### src/hdl/wdog_pkg.sv
/*
 * constants, state encodings and the state record of the watchdog,
 * clock monitor and system option logic.
 * assumes one system clock of 250 MHz; the e clock arrives on a pin.
 */
package wdog_pkg;

	// ****************************************************************
	// register map
	// ****************************************************************
	localparam logic [15:0] ADDR_OPTIONS = 16'h1039;
	localparam logic [15:0] ADDR_SERVICE = 16'h103A;
	localparam logic [15:0] ADDR_PRIORITY = 16'h103C;
	localparam logic [15:0] ADDR_TEST = 16'h103F;

	// ****************************************************************
	// option register fields
	// ****************************************************************
	localparam int OPT_PWR_BIT = 7;
	localparam int OPT_PUMP_BIT = 6;
	localparam int OPT_EDGE_BIT = 5;
	localparam int OPT_WAIT_BIT = 4;
	localparam int OPT_MON_BIT = 3;
	localparam int OPT_RATE_LSB = 0;
	localparam logic [7:0] OPT_FREE_MASK = 8'hC8;
	localparam logic [7:0] OPT_ONCE_MASK = 8'h33;
	localparam logic [7:0] OPT_RESET = 8'h10;
	localparam logic [3:0] PSEL_RESET = 4'h5;
	localparam logic [7:0] SERVICE_ARM = 8'h55;
	localparam logic [7:0] SERVICE_FIRE = 8'hAA;
	localparam logic [7:0] READ_JUNK = 8'h00;

	// ****************************************************************
	// timing
	// ****************************************************************
	localparam int CLK_PERIOD_PS = 4000;
	localparam int CM_TIMEOUT_NS = 50000;
	localparam int CM_TIMEOUT_CYCLES = (CM_TIMEOUT_NS * 1000) / CLK_PERIOD_PS;
	localparam int WD_SHIFT_MIN = 15;
	localparam logic [6:0] LOCK_TICKS = 7'h40;
	localparam logic [11:0] STOP_DELAY_TICKS = 12'hFE0;
	localparam logic [2:0] DRIVE_TICKS = 3'h4;
	localparam logic [2:0] SAMPLE_TICKS = 3'h2;
	localparam logic [2:0] STRAP_SETTLE = 3'h6;

	// ****************************************************************
	// types
	// ****************************************************************
	typedef enum logic [1:0] {
		RS_IDLE,
		RS_DRIVE,
		RS_SAMPLE
	} rst_phase_t;

	typedef enum logic [1:0] {
		CAUSE_EXT,
		CAUSE_WDOG,
		CAUSE_CMON
	} cause_t;

	typedef struct packed {
		logic [2:0] e_s;
		logic [2:0] pin_s;
		logic [2:0] irq_s;
		logic [2:0] ma_s;
		logic [2:0] mb_s;
		logic e_f;
		logic pin_f;
		logic irq_f;
		logic ma_f;
		logic mb_f;
		logic [7:0] opt;
		logic locked;
		logic [6:0] lock_cnt;
		logic [2:0] settle;
		logic strap_done;
		logic boot;
		logic spec;
		logic mode_a;
		logic [3:0] psel;
		logic wd_block;
		logic [20:0] wd_cnt;
		logic armed;
		logic [15:0] cm_cnt;
		rst_phase_t phase;
		logic [2:0] ph_cnt;
		cause_t cause;
		logic irq_pend;
		logic stop_wait;
		logic [11:0] stop_cnt;
		logic [7:0] rdata;
	} state_t;

endpackage : wdog_pkg

### src/hdl/cop_watchdog_clock_monitor.sv
/*
 * watchdog timer, clock monitor, reset pin sequencer, system options
 * and priority configuration with a plain register port.
 * assumes the e clock, reset pin, irq pin and mode pins are asynchronous
 * pins; the watchdog disable cell is a level on the system clock.
 */
// Chosen here: the plain strobed port.
// Behaviour
// RULE1 - reset loads priority select with 0101, external irq highest.
// RULE2 - reset leaves the irq pin level sensitive.
// RULE3 - boot, special and mode-a flags capture mode pins at reset end.
// RULE4 - reset sets the stop exit delay bit.
// RULE5 - reset clears the clock monitor enable bit.
// RULE6 - watchdog timeout resets only if disable clear and not blocked.
// RULE7 - rate select picks 2^15, 2^17, 2^19 or 2^21 e clocks.
// RULE8 - reset clears both rate select bits.
// RULE9 - software writes 55 then AA to the service register.
// RULE10 - service sequences must complete before each timeout.
// RULE11 - other bus cycles between the two writes keep the sequence.
// RULE12 - reads of the service register return junk, no effect.
// RULE13 - watchdog reset reports its own cause for a separate vector.
// RULE14 - enabled monitor fails when no e clock edge for 50 us.
// RULE15 - monitor failure resets and drives reset pin low; own cause.
// RULE16 - stop entry with monitor enabled gives a monitor reset.
// RULE17 - option bits 7, 6, 3 always writable; others write once.
// RULE18 - without a write in 64 e clocks, once-bits lock.
// RULE19 - special mode lets every option bit be written repeatedly.
// RULE20 - edge bit 0 means low level irq, 1 means falling edges.
// RULE21 - delay bit set waits 4064 e clocks after stop wake-up.
// RULE22 - charge pump select 0 uses e clock, 1 the rc oscillator.
// RULE23 - option bit 2 is not implemented and reads zero.
// RULE24 - only AA after a 55 restarts the watchdog counter.
`timescale 1ns/1ps

module cop_watchdog_clock_monitor #(
	parameter logic [15:0] CM_TIMEOUT = 16'(wdog_pkg::CM_TIMEOUT_CYCLES),
	parameter int WD_SHIFT = wdog_pkg::WD_SHIFT_MIN
) (
	// clock and reset
	input wire logic mclk_i,
	input wire logic rst_i,
	// register port
	input wire logic [15:0] addr_i,
	input wire logic [7:0] wdata_i,
	input wire logic wr_i,
	input wire logic rd_i,
	output logic [7:0] rdata_o,
	// pins
	input wire logic e_clk_i,
	input wire logic reset_pin_i,
	output logic reset_pin_o,
	output logic reset_pin_oe_n_o,
	input wire logic irq_pin_n_i,
	input wire logic mode_select_a_input_i,
	input wire logic mode_select_b_input_i,
	input wire logic watchdog_disable_i,
	// stop mode
	input wire logic stop_i,
	input wire logic wake_i,
	output logic run_enable_o,
	// system
	output logic sys_reset_o,
	output logic [1:0] reset_cause_o,
	output logic irq_request_o,
	input wire logic irq_ack_i,
	output logic [3:0] priority_select_o,
	output logic boot_rom_enable_o,
	output logic special_mode_flag_o,
	output logic mode_a_flag_o,
	output logic converter_power_up_o,
	output logic rc_osc_enable_o,
	output logic converter_e_clk_o
);

	// ****************************************************************
	// helpers
	// ****************************************************************
	function automatic logic filt(input logic [2:0] s, input logic f);
		filt = (s[1] == s[2]) ? s[2] : f;
	endfunction : filt

	function automatic logic [20:0] wd_limit(input logic [1:0] rate);
		logic [5:0] sh;
		sh = 6'(WD_SHIFT) + {3'h0, rate, 1'b0};
		wd_limit = (21'h000001 << sh) - 21'h000001;
	endfunction : wd_limit

	localparam wdog_pkg::state_t ST_INIT = '{
		pin_s: 3'h7, irq_s: 3'h7, pin_f: 1'b1, irq_f: 1'b1,
		opt: wdog_pkg::OPT_RESET, psel: wdog_pkg::PSEL_RESET,
		phase: wdog_pkg::RS_IDLE, cause: wdog_pkg::CAUSE_EXT,
		default: '0};

	wdog_pkg::state_t st_reg;
	wdog_pkg::state_t st_next;
	logic e_tick;
	logic sys_rst;
	logic wd_en;
	logic wd_fire;
	logic cm_fail;
	logic svc_wr;
	logic opt_wr;

	// ****************************************************************
	// next state
	// ****************************************************************
	always_comb begin
		st_next = st_reg;
		st_next.e_s = {st_reg.e_s[1:0], e_clk_i};
		st_next.pin_s = {st_reg.pin_s[1:0], reset_pin_i};
		st_next.irq_s = {st_reg.irq_s[1:0], irq_pin_n_i};
		st_next.ma_s = {st_reg.ma_s[1:0], mode_select_a_input_i};
		st_next.mb_s = {st_reg.mb_s[1:0], mode_select_b_input_i};
		st_next.e_f = filt(st_reg.e_s, st_reg.e_f);
		st_next.pin_f = filt(st_reg.pin_s, st_reg.pin_f);
		st_next.irq_f = filt(st_reg.irq_s, st_reg.irq_f);
		st_next.ma_f = filt(st_reg.ma_s, st_reg.ma_f);
		st_next.mb_f = filt(st_reg.mb_s, st_reg.mb_f);
		e_tick = ~st_reg.e_f & st_next.e_f;
		sys_rst = (st_reg.phase != wdog_pkg::RS_IDLE) | ~st_reg.pin_f;
		svc_wr = wr_i & (addr_i == wdog_pkg::ADDR_SERVICE);
		opt_wr = wr_i & (addr_i == wdog_pkg::ADDR_OPTIONS);
		wd_en = ~watchdog_disable_i & ~(st_reg.spec & st_reg.wd_block); // [RULE6]
		wd_fire = wd_en & e_tick &
			(st_reg.wd_cnt == wd_limit(st_reg.opt[1:0])); // [RULE7]
		cm_fail = st_reg.opt[wdog_pkg::OPT_MON_BIT] &
			(stop_i | (st_reg.cm_cnt >= CM_TIMEOUT - 16'h0001)); // [RULE14] [RULE16]

		if (sys_rst) begin
			// system reset returns the option state to defaults
			st_next.opt = wdog_pkg::OPT_RESET; // [RULE2] [RULE4] [RULE5] [RULE8]
			st_next.psel = wdog_pkg::PSEL_RESET; // [RULE1]
			st_next.locked = 1'b0;
			st_next.lock_cnt = '0;
			st_next.armed = 1'b0;
			st_next.wd_cnt = '0;
			st_next.cm_cnt = '0;
			st_next.stop_wait = 1'b0;
			st_next.stop_cnt = '0;
			st_next.irq_pend = 1'b0;
			st_next.wd_block = 1'b0;
			st_next.strap_done = 1'b0;
			st_next.settle = '0;
		end else begin
			// strap capture once the mode pins have settled
			if (!st_reg.strap_done) begin
				if (st_reg.settle == wdog_pkg::STRAP_SETTLE) begin
					st_next.strap_done = 1'b1;
					st_next.boot = ~st_reg.mb_f & ~st_reg.ma_f; // [RULE3]
					st_next.spec = ~st_reg.mb_f; // [RULE3]
					st_next.mode_a = st_reg.ma_f; // [RULE3]
				end else begin
					st_next.settle = st_reg.settle + 3'h1;
				end
			end

			// watchdog counter and service sequence
			if (e_tick) begin
				st_next.wd_cnt = (st_reg.wd_cnt == wd_limit(st_reg.opt[1:0])) ?
					'0 : st_reg.wd_cnt + 21'h000001; // [RULE7]
			end
			if (svc_wr && wdata_i == wdog_pkg::SERVICE_ARM) begin
				st_next.armed = 1'b1; // [RULE9] [RULE11]
			end else if (svc_wr && wdata_i == wdog_pkg::SERVICE_FIRE &&
				st_reg.armed) begin
				st_next.armed = 1'b0;
				st_next.wd_cnt = '0; // [RULE10] [RULE24]
			end

			// clock monitor: system clocks since last rising e edge
			if (e_tick || !st_reg.opt[wdog_pkg::OPT_MON_BIT]) begin
				st_next.cm_cnt = '0;
			end else if (st_reg.cm_cnt != 16'hFFFF) begin
				st_next.cm_cnt = st_reg.cm_cnt + 16'h0001;
			end

			// option lock window
			if (!st_reg.locked && e_tick) begin
				st_next.lock_cnt = st_reg.lock_cnt + 7'h01;
				if (st_reg.lock_cnt == wdog_pkg::LOCK_TICKS - 7'h01) begin
					st_next.locked = 1'b1; // [RULE18]
				end
			end

			// register writes
			if (opt_wr) begin
				st_next.opt = (st_reg.opt & ~wdog_pkg::OPT_FREE_MASK) |
					(wdata_i & wdog_pkg::OPT_FREE_MASK); // [RULE17]
				if (!st_reg.locked || st_reg.spec) begin
					st_next.opt = (wdata_i & (wdog_pkg::OPT_FREE_MASK |
						wdog_pkg::OPT_ONCE_MASK)); // [RULE17] [RULE19] [RULE23]
					st_next.locked = ~st_reg.spec;
				end
			end
			if (wr_i && addr_i == wdog_pkg::ADDR_PRIORITY) begin
				st_next.psel = wdata_i[3:0];
			end
			if (wr_i && addr_i == wdog_pkg::ADDR_TEST && st_reg.spec) begin
				st_next.wd_block = wdata_i[0]; // [RULE6]
			end

			// edge-mode irq latch, a new edge beats the ack
			if (irq_ack_i) begin
				st_next.irq_pend = 1'b0;
			end
			if (st_reg.opt[wdog_pkg::OPT_EDGE_BIT] && st_reg.irq_f &&
				!st_next.irq_f) begin
				st_next.irq_pend = 1'b1; // [RULE20]
			end

			// stop exit delay
			if (wake_i && st_reg.opt[wdog_pkg::OPT_WAIT_BIT]) begin
				st_next.stop_wait = 1'b1; // [RULE21]
				st_next.stop_cnt = '0;
			end else if (st_reg.stop_wait && e_tick) begin
				st_next.stop_cnt = st_reg.stop_cnt + 12'h001;
				if (st_reg.stop_cnt == wdog_pkg::STOP_DELAY_TICKS - 12'h001) begin
					st_next.stop_wait = 1'b0; // [RULE21]
				end
			end
		end

		// reset pin sequencer
		unique case (st_reg.phase)
			wdog_pkg::RS_IDLE: begin
				st_next.ph_cnt = '0;
				if (!st_reg.pin_f) begin
					st_next.cause = wdog_pkg::CAUSE_EXT;
				end else if (cm_fail) begin
					st_next.phase = wdog_pkg::RS_DRIVE; // [RULE15]
					st_next.cause = wdog_pkg::CAUSE_CMON; // [RULE15]
				end else if (wd_fire) begin
					st_next.phase = wdog_pkg::RS_DRIVE; // [RULE6]
					st_next.cause = wdog_pkg::CAUSE_WDOG; // [RULE13]
				end
			end
			wdog_pkg::RS_DRIVE: begin
				if (e_tick) begin
					st_next.ph_cnt = st_reg.ph_cnt + 3'h1;
					if (st_reg.ph_cnt == wdog_pkg::DRIVE_TICKS - 3'h1) begin
						st_next.phase = wdog_pkg::RS_SAMPLE;
						st_next.ph_cnt = '0;
					end
				end
			end
			wdog_pkg::RS_SAMPLE: begin
				if (e_tick) begin
					st_next.ph_cnt = st_reg.ph_cnt + 3'h1;
					if (st_reg.ph_cnt == wdog_pkg::SAMPLE_TICKS - 3'h1) begin
						st_next.phase = wdog_pkg::RS_IDLE;
						if (!st_reg.pin_f) begin
							st_next.cause = wdog_pkg::CAUSE_EXT;
						end
					end
				end
			end
			default: begin
				st_next.phase = wdog_pkg::RS_IDLE;
			end
		endcase

		// read data, one cycle after the strobe
		st_next.rdata = wdog_pkg::READ_JUNK;
		if (rd_i) begin
			unique case (addr_i)
				wdog_pkg::ADDR_OPTIONS: st_next.rdata = st_reg.opt & 8'hFB; // [RULE23]
				wdog_pkg::ADDR_SERVICE: st_next.rdata = wdog_pkg::READ_JUNK; // [RULE12]
				wdog_pkg::ADDR_PRIORITY: st_next.rdata = {st_reg.boot,
					st_reg.spec, st_reg.mode_a, 1'b0, st_reg.psel};
				wdog_pkg::ADDR_TEST: st_next.rdata = {7'h00, st_reg.wd_block};
				default: st_next.rdata = wdog_pkg::READ_JUNK;
			endcase
		end
	end

	always_ff @(posedge mclk_i or posedge rst_i) begin
		if (rst_i) begin
			st_reg <= ST_INIT;
		end else begin
			st_reg <= st_next;
		end
	end

	// ****************************************************************
	// outputs
	// ****************************************************************
	assign rdata_o = st_reg.rdata;
	assign reset_pin_o = 1'b0;
	assign reset_pin_oe_n_o = (st_reg.phase != wdog_pkg::RS_DRIVE); // [RULE15]
	assign sys_reset_o = (st_reg.phase != wdog_pkg::RS_IDLE) | ~st_reg.pin_f;
	assign reset_cause_o = st_reg.cause; // [RULE13]
	assign irq_request_o = st_reg.opt[wdog_pkg::OPT_EDGE_BIT] ?
		st_reg.irq_pend : ~st_reg.irq_f; // [RULE20]
	assign priority_select_o = st_reg.psel;
	assign boot_rom_enable_o = st_reg.boot;
	assign special_mode_flag_o = st_reg.spec;
	assign mode_a_flag_o = st_reg.mode_a;
	assign run_enable_o = ~st_reg.stop_wait;
	assign converter_power_up_o = st_reg.opt[wdog_pkg::OPT_PWR_BIT];
	assign rc_osc_enable_o = st_reg.opt[wdog_pkg::OPT_PUMP_BIT]; // [RULE22]
	assign converter_e_clk_o = ~st_reg.opt[wdog_pkg::OPT_PUMP_BIT]; // [RULE22]
endmodule : cop_watchdog_clock_monitor

### config.mk
export PLATFORM = sky130hd
export DESIGN_NAME = cop_watchdog_clock_monitor
export DESIGN_NICKNAME = d
export VERILOG_FILES = /design/src/hdl/wdog_pkg.sv /design/src/hdl/cop_watchdog_clock_monitor.sv
export SDC_FILE = /design/constraint.sdc
export NUM_CORES = 1
export LEC_CHECK = 0
export BUFFER_PORTS_ARGS = -buffer_cell sky130_fd_sc_hd__buf_2
export CAP_MARGIN = 20
export CELL_PAD_IN_SITES_DETAIL_PLACEMENT = 0
export CELL_PAD_IN_SITES_GLOBAL_PLACEMENT = 1
export CORE_AREA = 3 3 153 155
export DETAILED_ROUTE_END_ITERATION = 16
export DIE_AREA = 0 0 156 158
export GPL_TIMING_DRIVEN = 0
export PLACE_DENSITY_LB_ADDON = 0.1
export SLEW_MARGIN = 15
export SYNTH_ARGS = -nofsm -noshare
export SYNTH_HDL_FRONTEND = slang
export SYNTH_SLANG_ARGS = --single-unit
### constraint.sdc
create_clock -name mclk_i -period 4.9 [get_ports mclk_i]
set_input_delay 1.225 -clock mclk_i [delete_from_list [all_inputs] [get_ports mclk_i]]
set_output_delay 1.225 -clock mclk_i [all_outputs]
set_load 0.005 [all_outputs]
### After elaboration in Yosys (flattened, before gate mapping)

Index checks and enable logic that the tools add are counted.

* bits in registers: 115
* word-level logic and storage cells: 173

* multiplexer cells: 43
* bitwise gates (word level): 24
* reduce and logical (&&, ||, !) cells: 35
* order comparisons: 1
* shift-type cells: 1
* eq/ne operators: 31
* add/sub/neg operators: 8

Operators by type and width (number)
* 16-bit by 13-bit == test with 1-bit output (second input constant): 4
* 21-bit two-way mux: 3
* 43-bit two-way mux: 1
* 16-bit two-way mux: 2
* 13-bit two-way mux: 2
* 8-bit case mux with 3 select lines: 1
* 22-bit two-way mux: 1
* 21-bit by 1-bit adder with 21-bit output (second input constant): 1
* 21-bit == test: 1
* 1-bit by 5-bit << shifter with 21-bit output (first input constant): 1
* 21-bit by 1-bit subtractor with 21-bit output (second input constant): 1
* 20-bit two-way mux: 1
* 9-bit two-way mux: 2
* 3-bit nonzero test: 6
* 16-bit by 1-bit adder with 16-bit output (second input constant): 1
* 16-bit by 14-bit greater-or-equal comparator with 1-bit output (second input constant): 1
* 2-bit two-way mux: 8
* 8-bit two-way mux: 2
* 16-bit != test (second input constant): 1
* 2-bit != test (second input constant): 8
* 14-bit two-way mux: 1
* 7-bit two-way mux: 2
* 12-bit by 1-bit adder with 12-bit output (second input constant): 1
* 12-bit == test (second input constant): 1
* other kinds (35): 90

### Logic depth before layout (Yosys ltp)

* depth in word-level cells: 9
* mapped depth: 8
* gate-level depth less buffers: 7

### Worst setup path after synthesis

Ideal clock, no wire load.

* kind: input -> register
* start: input addr_i[11]
* end: register st_reg[46] (netlist name)
* library setup time: 119 ps
* arrival time: 2535 ps
* data required time: 4781 ps
* stages on the path: 8
* path buffers: 2
* setup slack: 2246 ps
* path through: nor4bb_1 -> and4_1 -> and2_1 -> buf_2 -> and4_1 -> a21o_1 -> buf_4 -> nor2_1

RTL lines
* start: declaration: line cop_watchdog_clock_monitor.sv:43 `input wire logic [15:0] addr_i,`
* end signal: assignment: line cop_watchdog_clock_monitor.sv:280 `st_reg <= st_next;`
* end: declaration: line cop_watchdog_clock_monitor.sv:94 `wdog_pkg::state_t st_reg;`

### Final worst setup path

* start: register st_reg[27] (netlist name)
* end: output sys_reset_o

* word-level cells in the longest chain between the ends: 2

Ends and longest elaborated chain
* 2-bit nonzero test: line cop_watchdog_clock_monitor.sv:290 `assign sys_reset_o = (st_reg.phase != wdog_pkg::RS_IDLE) | ~st_reg.pin_f;`
* 1-bit OR: line cop_watchdog_clock_monitor.sv:290
* end: declaration: line cop_watchdog_clock_monitor.sv:62 `output logic sys_reset_o,`

Every way passes these cells.

==> impl_metrics.toml <==
[outcome]
outcome = "completed"

[route]
vias = 4047
ant_nets = 0
first_pass_iters = 4
drt-wirelength-per-cell_um = 14.27
drc = 0
first_iter_violations = 188
routed_wl_mm = 13.03
viasPerCell = 4.433

[synthesis]
synth_compound_area_frac = 0.07448
synth_warnings = 0
muxShareOfSynthArea = 0.02407
synth_edf_count = 0
synth-xor-area-share = 0.07153
synth_ff_type = "dfrtp_1"
syn_nets = 591
synth_top_family_by_area = "simple AND/OR/NAND/NOR gates"
ys_ff_latch = 114
ys_types = 57
synthArstFlopShare = 1.000
synth_area_um2 = 5510
synthAdderAreaFrac = 0.04087
avgSynthCellArea_um2 = 10.20
syn_inst = 540
yosysSeqAreaShare = 0.5202
synthSimpleGateAreaFrac = 0.2255

[floorplan]
fp.dieW_um = 156
start_util = 0.2509
rows = 54
ioPinCount = 62
die_height_um = 158
fp.coreArea_um2 = 21960
die_area_um2 = 24650

[sta]
fin_skew_ns = 0.007376
setup_viol = 0
whs_ns = 0.3422
rsz0062_at_grt = "false"
slew_violations = 0
fin_crit_sh = 0.7299
maxSlewHeadroom = 0.4724
fmax_mhz = 279.6
worst_pin_slew_ns = 0.7897
layout_min_cycle_time_ns = 3.577
hold_violations = 0

[critical_path]
rr_startpoint = "st_reg[27]"
worstSetupEndpointType = "primary output"
crit_path_top_delay_cell = "buf_1"
reg2reg_slack_ns = 2.69
cp.required_ns = 3.67
start_kind = "flop"
path_cells = "inv_1, ha_1, and2_1, buf_2, inv_2, buf_1, buf_2"
path_class = "flop to primary output"
timing.rr.end = "mode_a_flag_o"
path_max_fanout = 10
slowest_delay_ns = 0.44
crit_path_frequent_cell = "buf_2"
cp.arrival_ns = 2.35
ff2ff_path_depth = 7

[clocking]
htreeDepth = 4
cts_hold_buffers = 0
numCtsBuffers = 17
cts_sinks = 114
max-clock-path-buffers = 2
tritoncts = "yes"
path_clk_slew_ns = 0.06
cts-root-buf = "clkbuf_16"
clkLatencyLatePin_ns = 0.41
cts_resized = 0
post-cts-setup-buffers = 0

[grt]
grt_usage = 0.1132
grt-ovfl-total = 0
grt_pass1_vias = 4170
grt_pass1_wl_mm = 21.92
grt_max_degree = 74
antenna_found_initial = 0

[placed_design]
dp.cells = 881
hpwl_mm = 9.241
gp_congestion = 0.7496
portBuffers = 60

[final_layout]
largest_reg_flops = 85
final_cells = 913
n_fill_cell = 2266
utilization = 0.3095
area_growth_pct = 23.34
nets = 671
diodes = 0
final_layout_size_suffix_gt1_frac = 0.2180

[power]
peakVddDrop_uv = 167.9
p_leak_nw = 3.100
power_density_nw_per_um2 = 377.9

[worst_hold_path]
hold_end = "st_next[105]"
hold_depth = 0
min_path_type = "flop to flop"
hp-start = "st_next[104]"

[flow_run]
maxCapViolCount = 0
==> worst max-delay path by stage <==
| stage | endpoint | startpoint | cells past startpoint |
|---|---|---|---|
| floorplan | boot_rom_enable_o | rst_i | 1 |
| global placement | rdata_o[5] | rst_i | 2 |
| detailed placement | sys_reset_o | st_reg[27] | 7 |
| CTS | sys_reset_o | st_reg[27] | 7 |
| global route | sys_reset_o | st_reg[27] | 7 |
| finish | sys_reset_o | st_reg[27] | 7 |
==> synthesized netlist by cell type (all sizes together), types with 4 or more instances <==
cell type,n,area [um2]
maj3,5,50.05
nand3,31,155.2
xor2,30,262.8
or3,6,42.54
nor2,77,296.5
a21oi,21,105.1
clkbuf,5,18.77
nor3,12,60.06
and3,9,56.30
nand4,16,100.1
nor4,6,73.82
ha,14,175.2
nand2,54,202.7
xnor2,15,131.4
dfrtp,103,2577
and2,6,37.54
buf,21,145.1
and4,4,35.03
a22o,6,52.55
mux2i,11,110.1
a21o,5,37.54
o21ai,12,63.81
inv,19,71.31
nor4bb,4,40.04
dfstp,11,289.0
==> where the power goes <==
group	internal, mW	switching (mW)
combinational	0.103	0.189
clock	0.808	0.455
sequential	0.981	0.0328
total	1.89	0.677
==> cell type report <==
class / instances / area (um2) / share of cell area
tap: 280 / 350.3 / 0.05155
inverter: 19 / 76.32 / 0.01123
multi-input combinational: 381 / 2409 / 0.3544
timing repair buffer: 61 / 327.8 / 0.04823
buffer: 26 / 163.9 / 0.02412
clock inverter: 14 / 163.9 / 0.02412
clock buffer: 18 / 439.2 / 0.06462
sequential: 114 / 2867 / 0.4218
==> metrics by stage <==
| step | area [um2] | power (mW) | worst slack, ns | setup TNS [ns] |
|---|---|---|---|---|
| final | 6797 | 2.569 | 1.323 | 0 |
| after global placement | 6161 | 1.324 | -0.9925 | -100.56 |
| after global routing | 6797 | 2.699 | 1.107 | 0 |
| after CTS | 6797 | 2.620 | 1.198 | 0 |
| after floorplan | 5510 | 1.213 | 0.6775 | 0 |
| after detailed placement | 6193 | 1.332 | 1.667 | 0 |
==> critical path: cells and delay by family (launching register included) <==
kind          cells  cell delay [ns]
buf+inv           5             1.14
fa+ha+maj         1             0.24
flops             1             0.40
simple gates      1             0.16
==> placed cells by master (no fill, tap or decap), drive strengths merged, types with 16 or more instances in the layout <==
cell type | netlist | final
nand3 | 31 | 31
a21oi | 21 | 21
xor2 | 30 | 30
inv | 19 | 19
dfrtp | 103 | 103
clkbuf | 5 | 23
buf | 21 | 82
nand2 | 54 | 54
nor2 | 77 | 77
nand4 | 16 | 16
==> cells by family (layout without fill, tap and decap cells) <==
kind of cell | after synthesis | after routing
compound gates | 62 | 62
xor+xnor | 45 | 45
fa+ha+maj | 19 | 19
buf+inv | 45 | 138
flops | 114 | 114
mux | 13 | 13
other cells | 1 | 1
simple gates | 241 | 241
==> metal layers <==
layer / wire length [um] / part of all wire / global-route usage / vias up
met1: 6404 / 0.49 / 0.1488 / 1943
met3: 585 / 0.045 / 0.03499 / 16
met5: 0 / 0 / 0 / -
met2: 5823 / 0.45 / 0.1757 / 78
met4: 212 / 0.016 / 0.04205 / 0
li1: - / - / - / 2010
(Power assumes the default switching activity.)
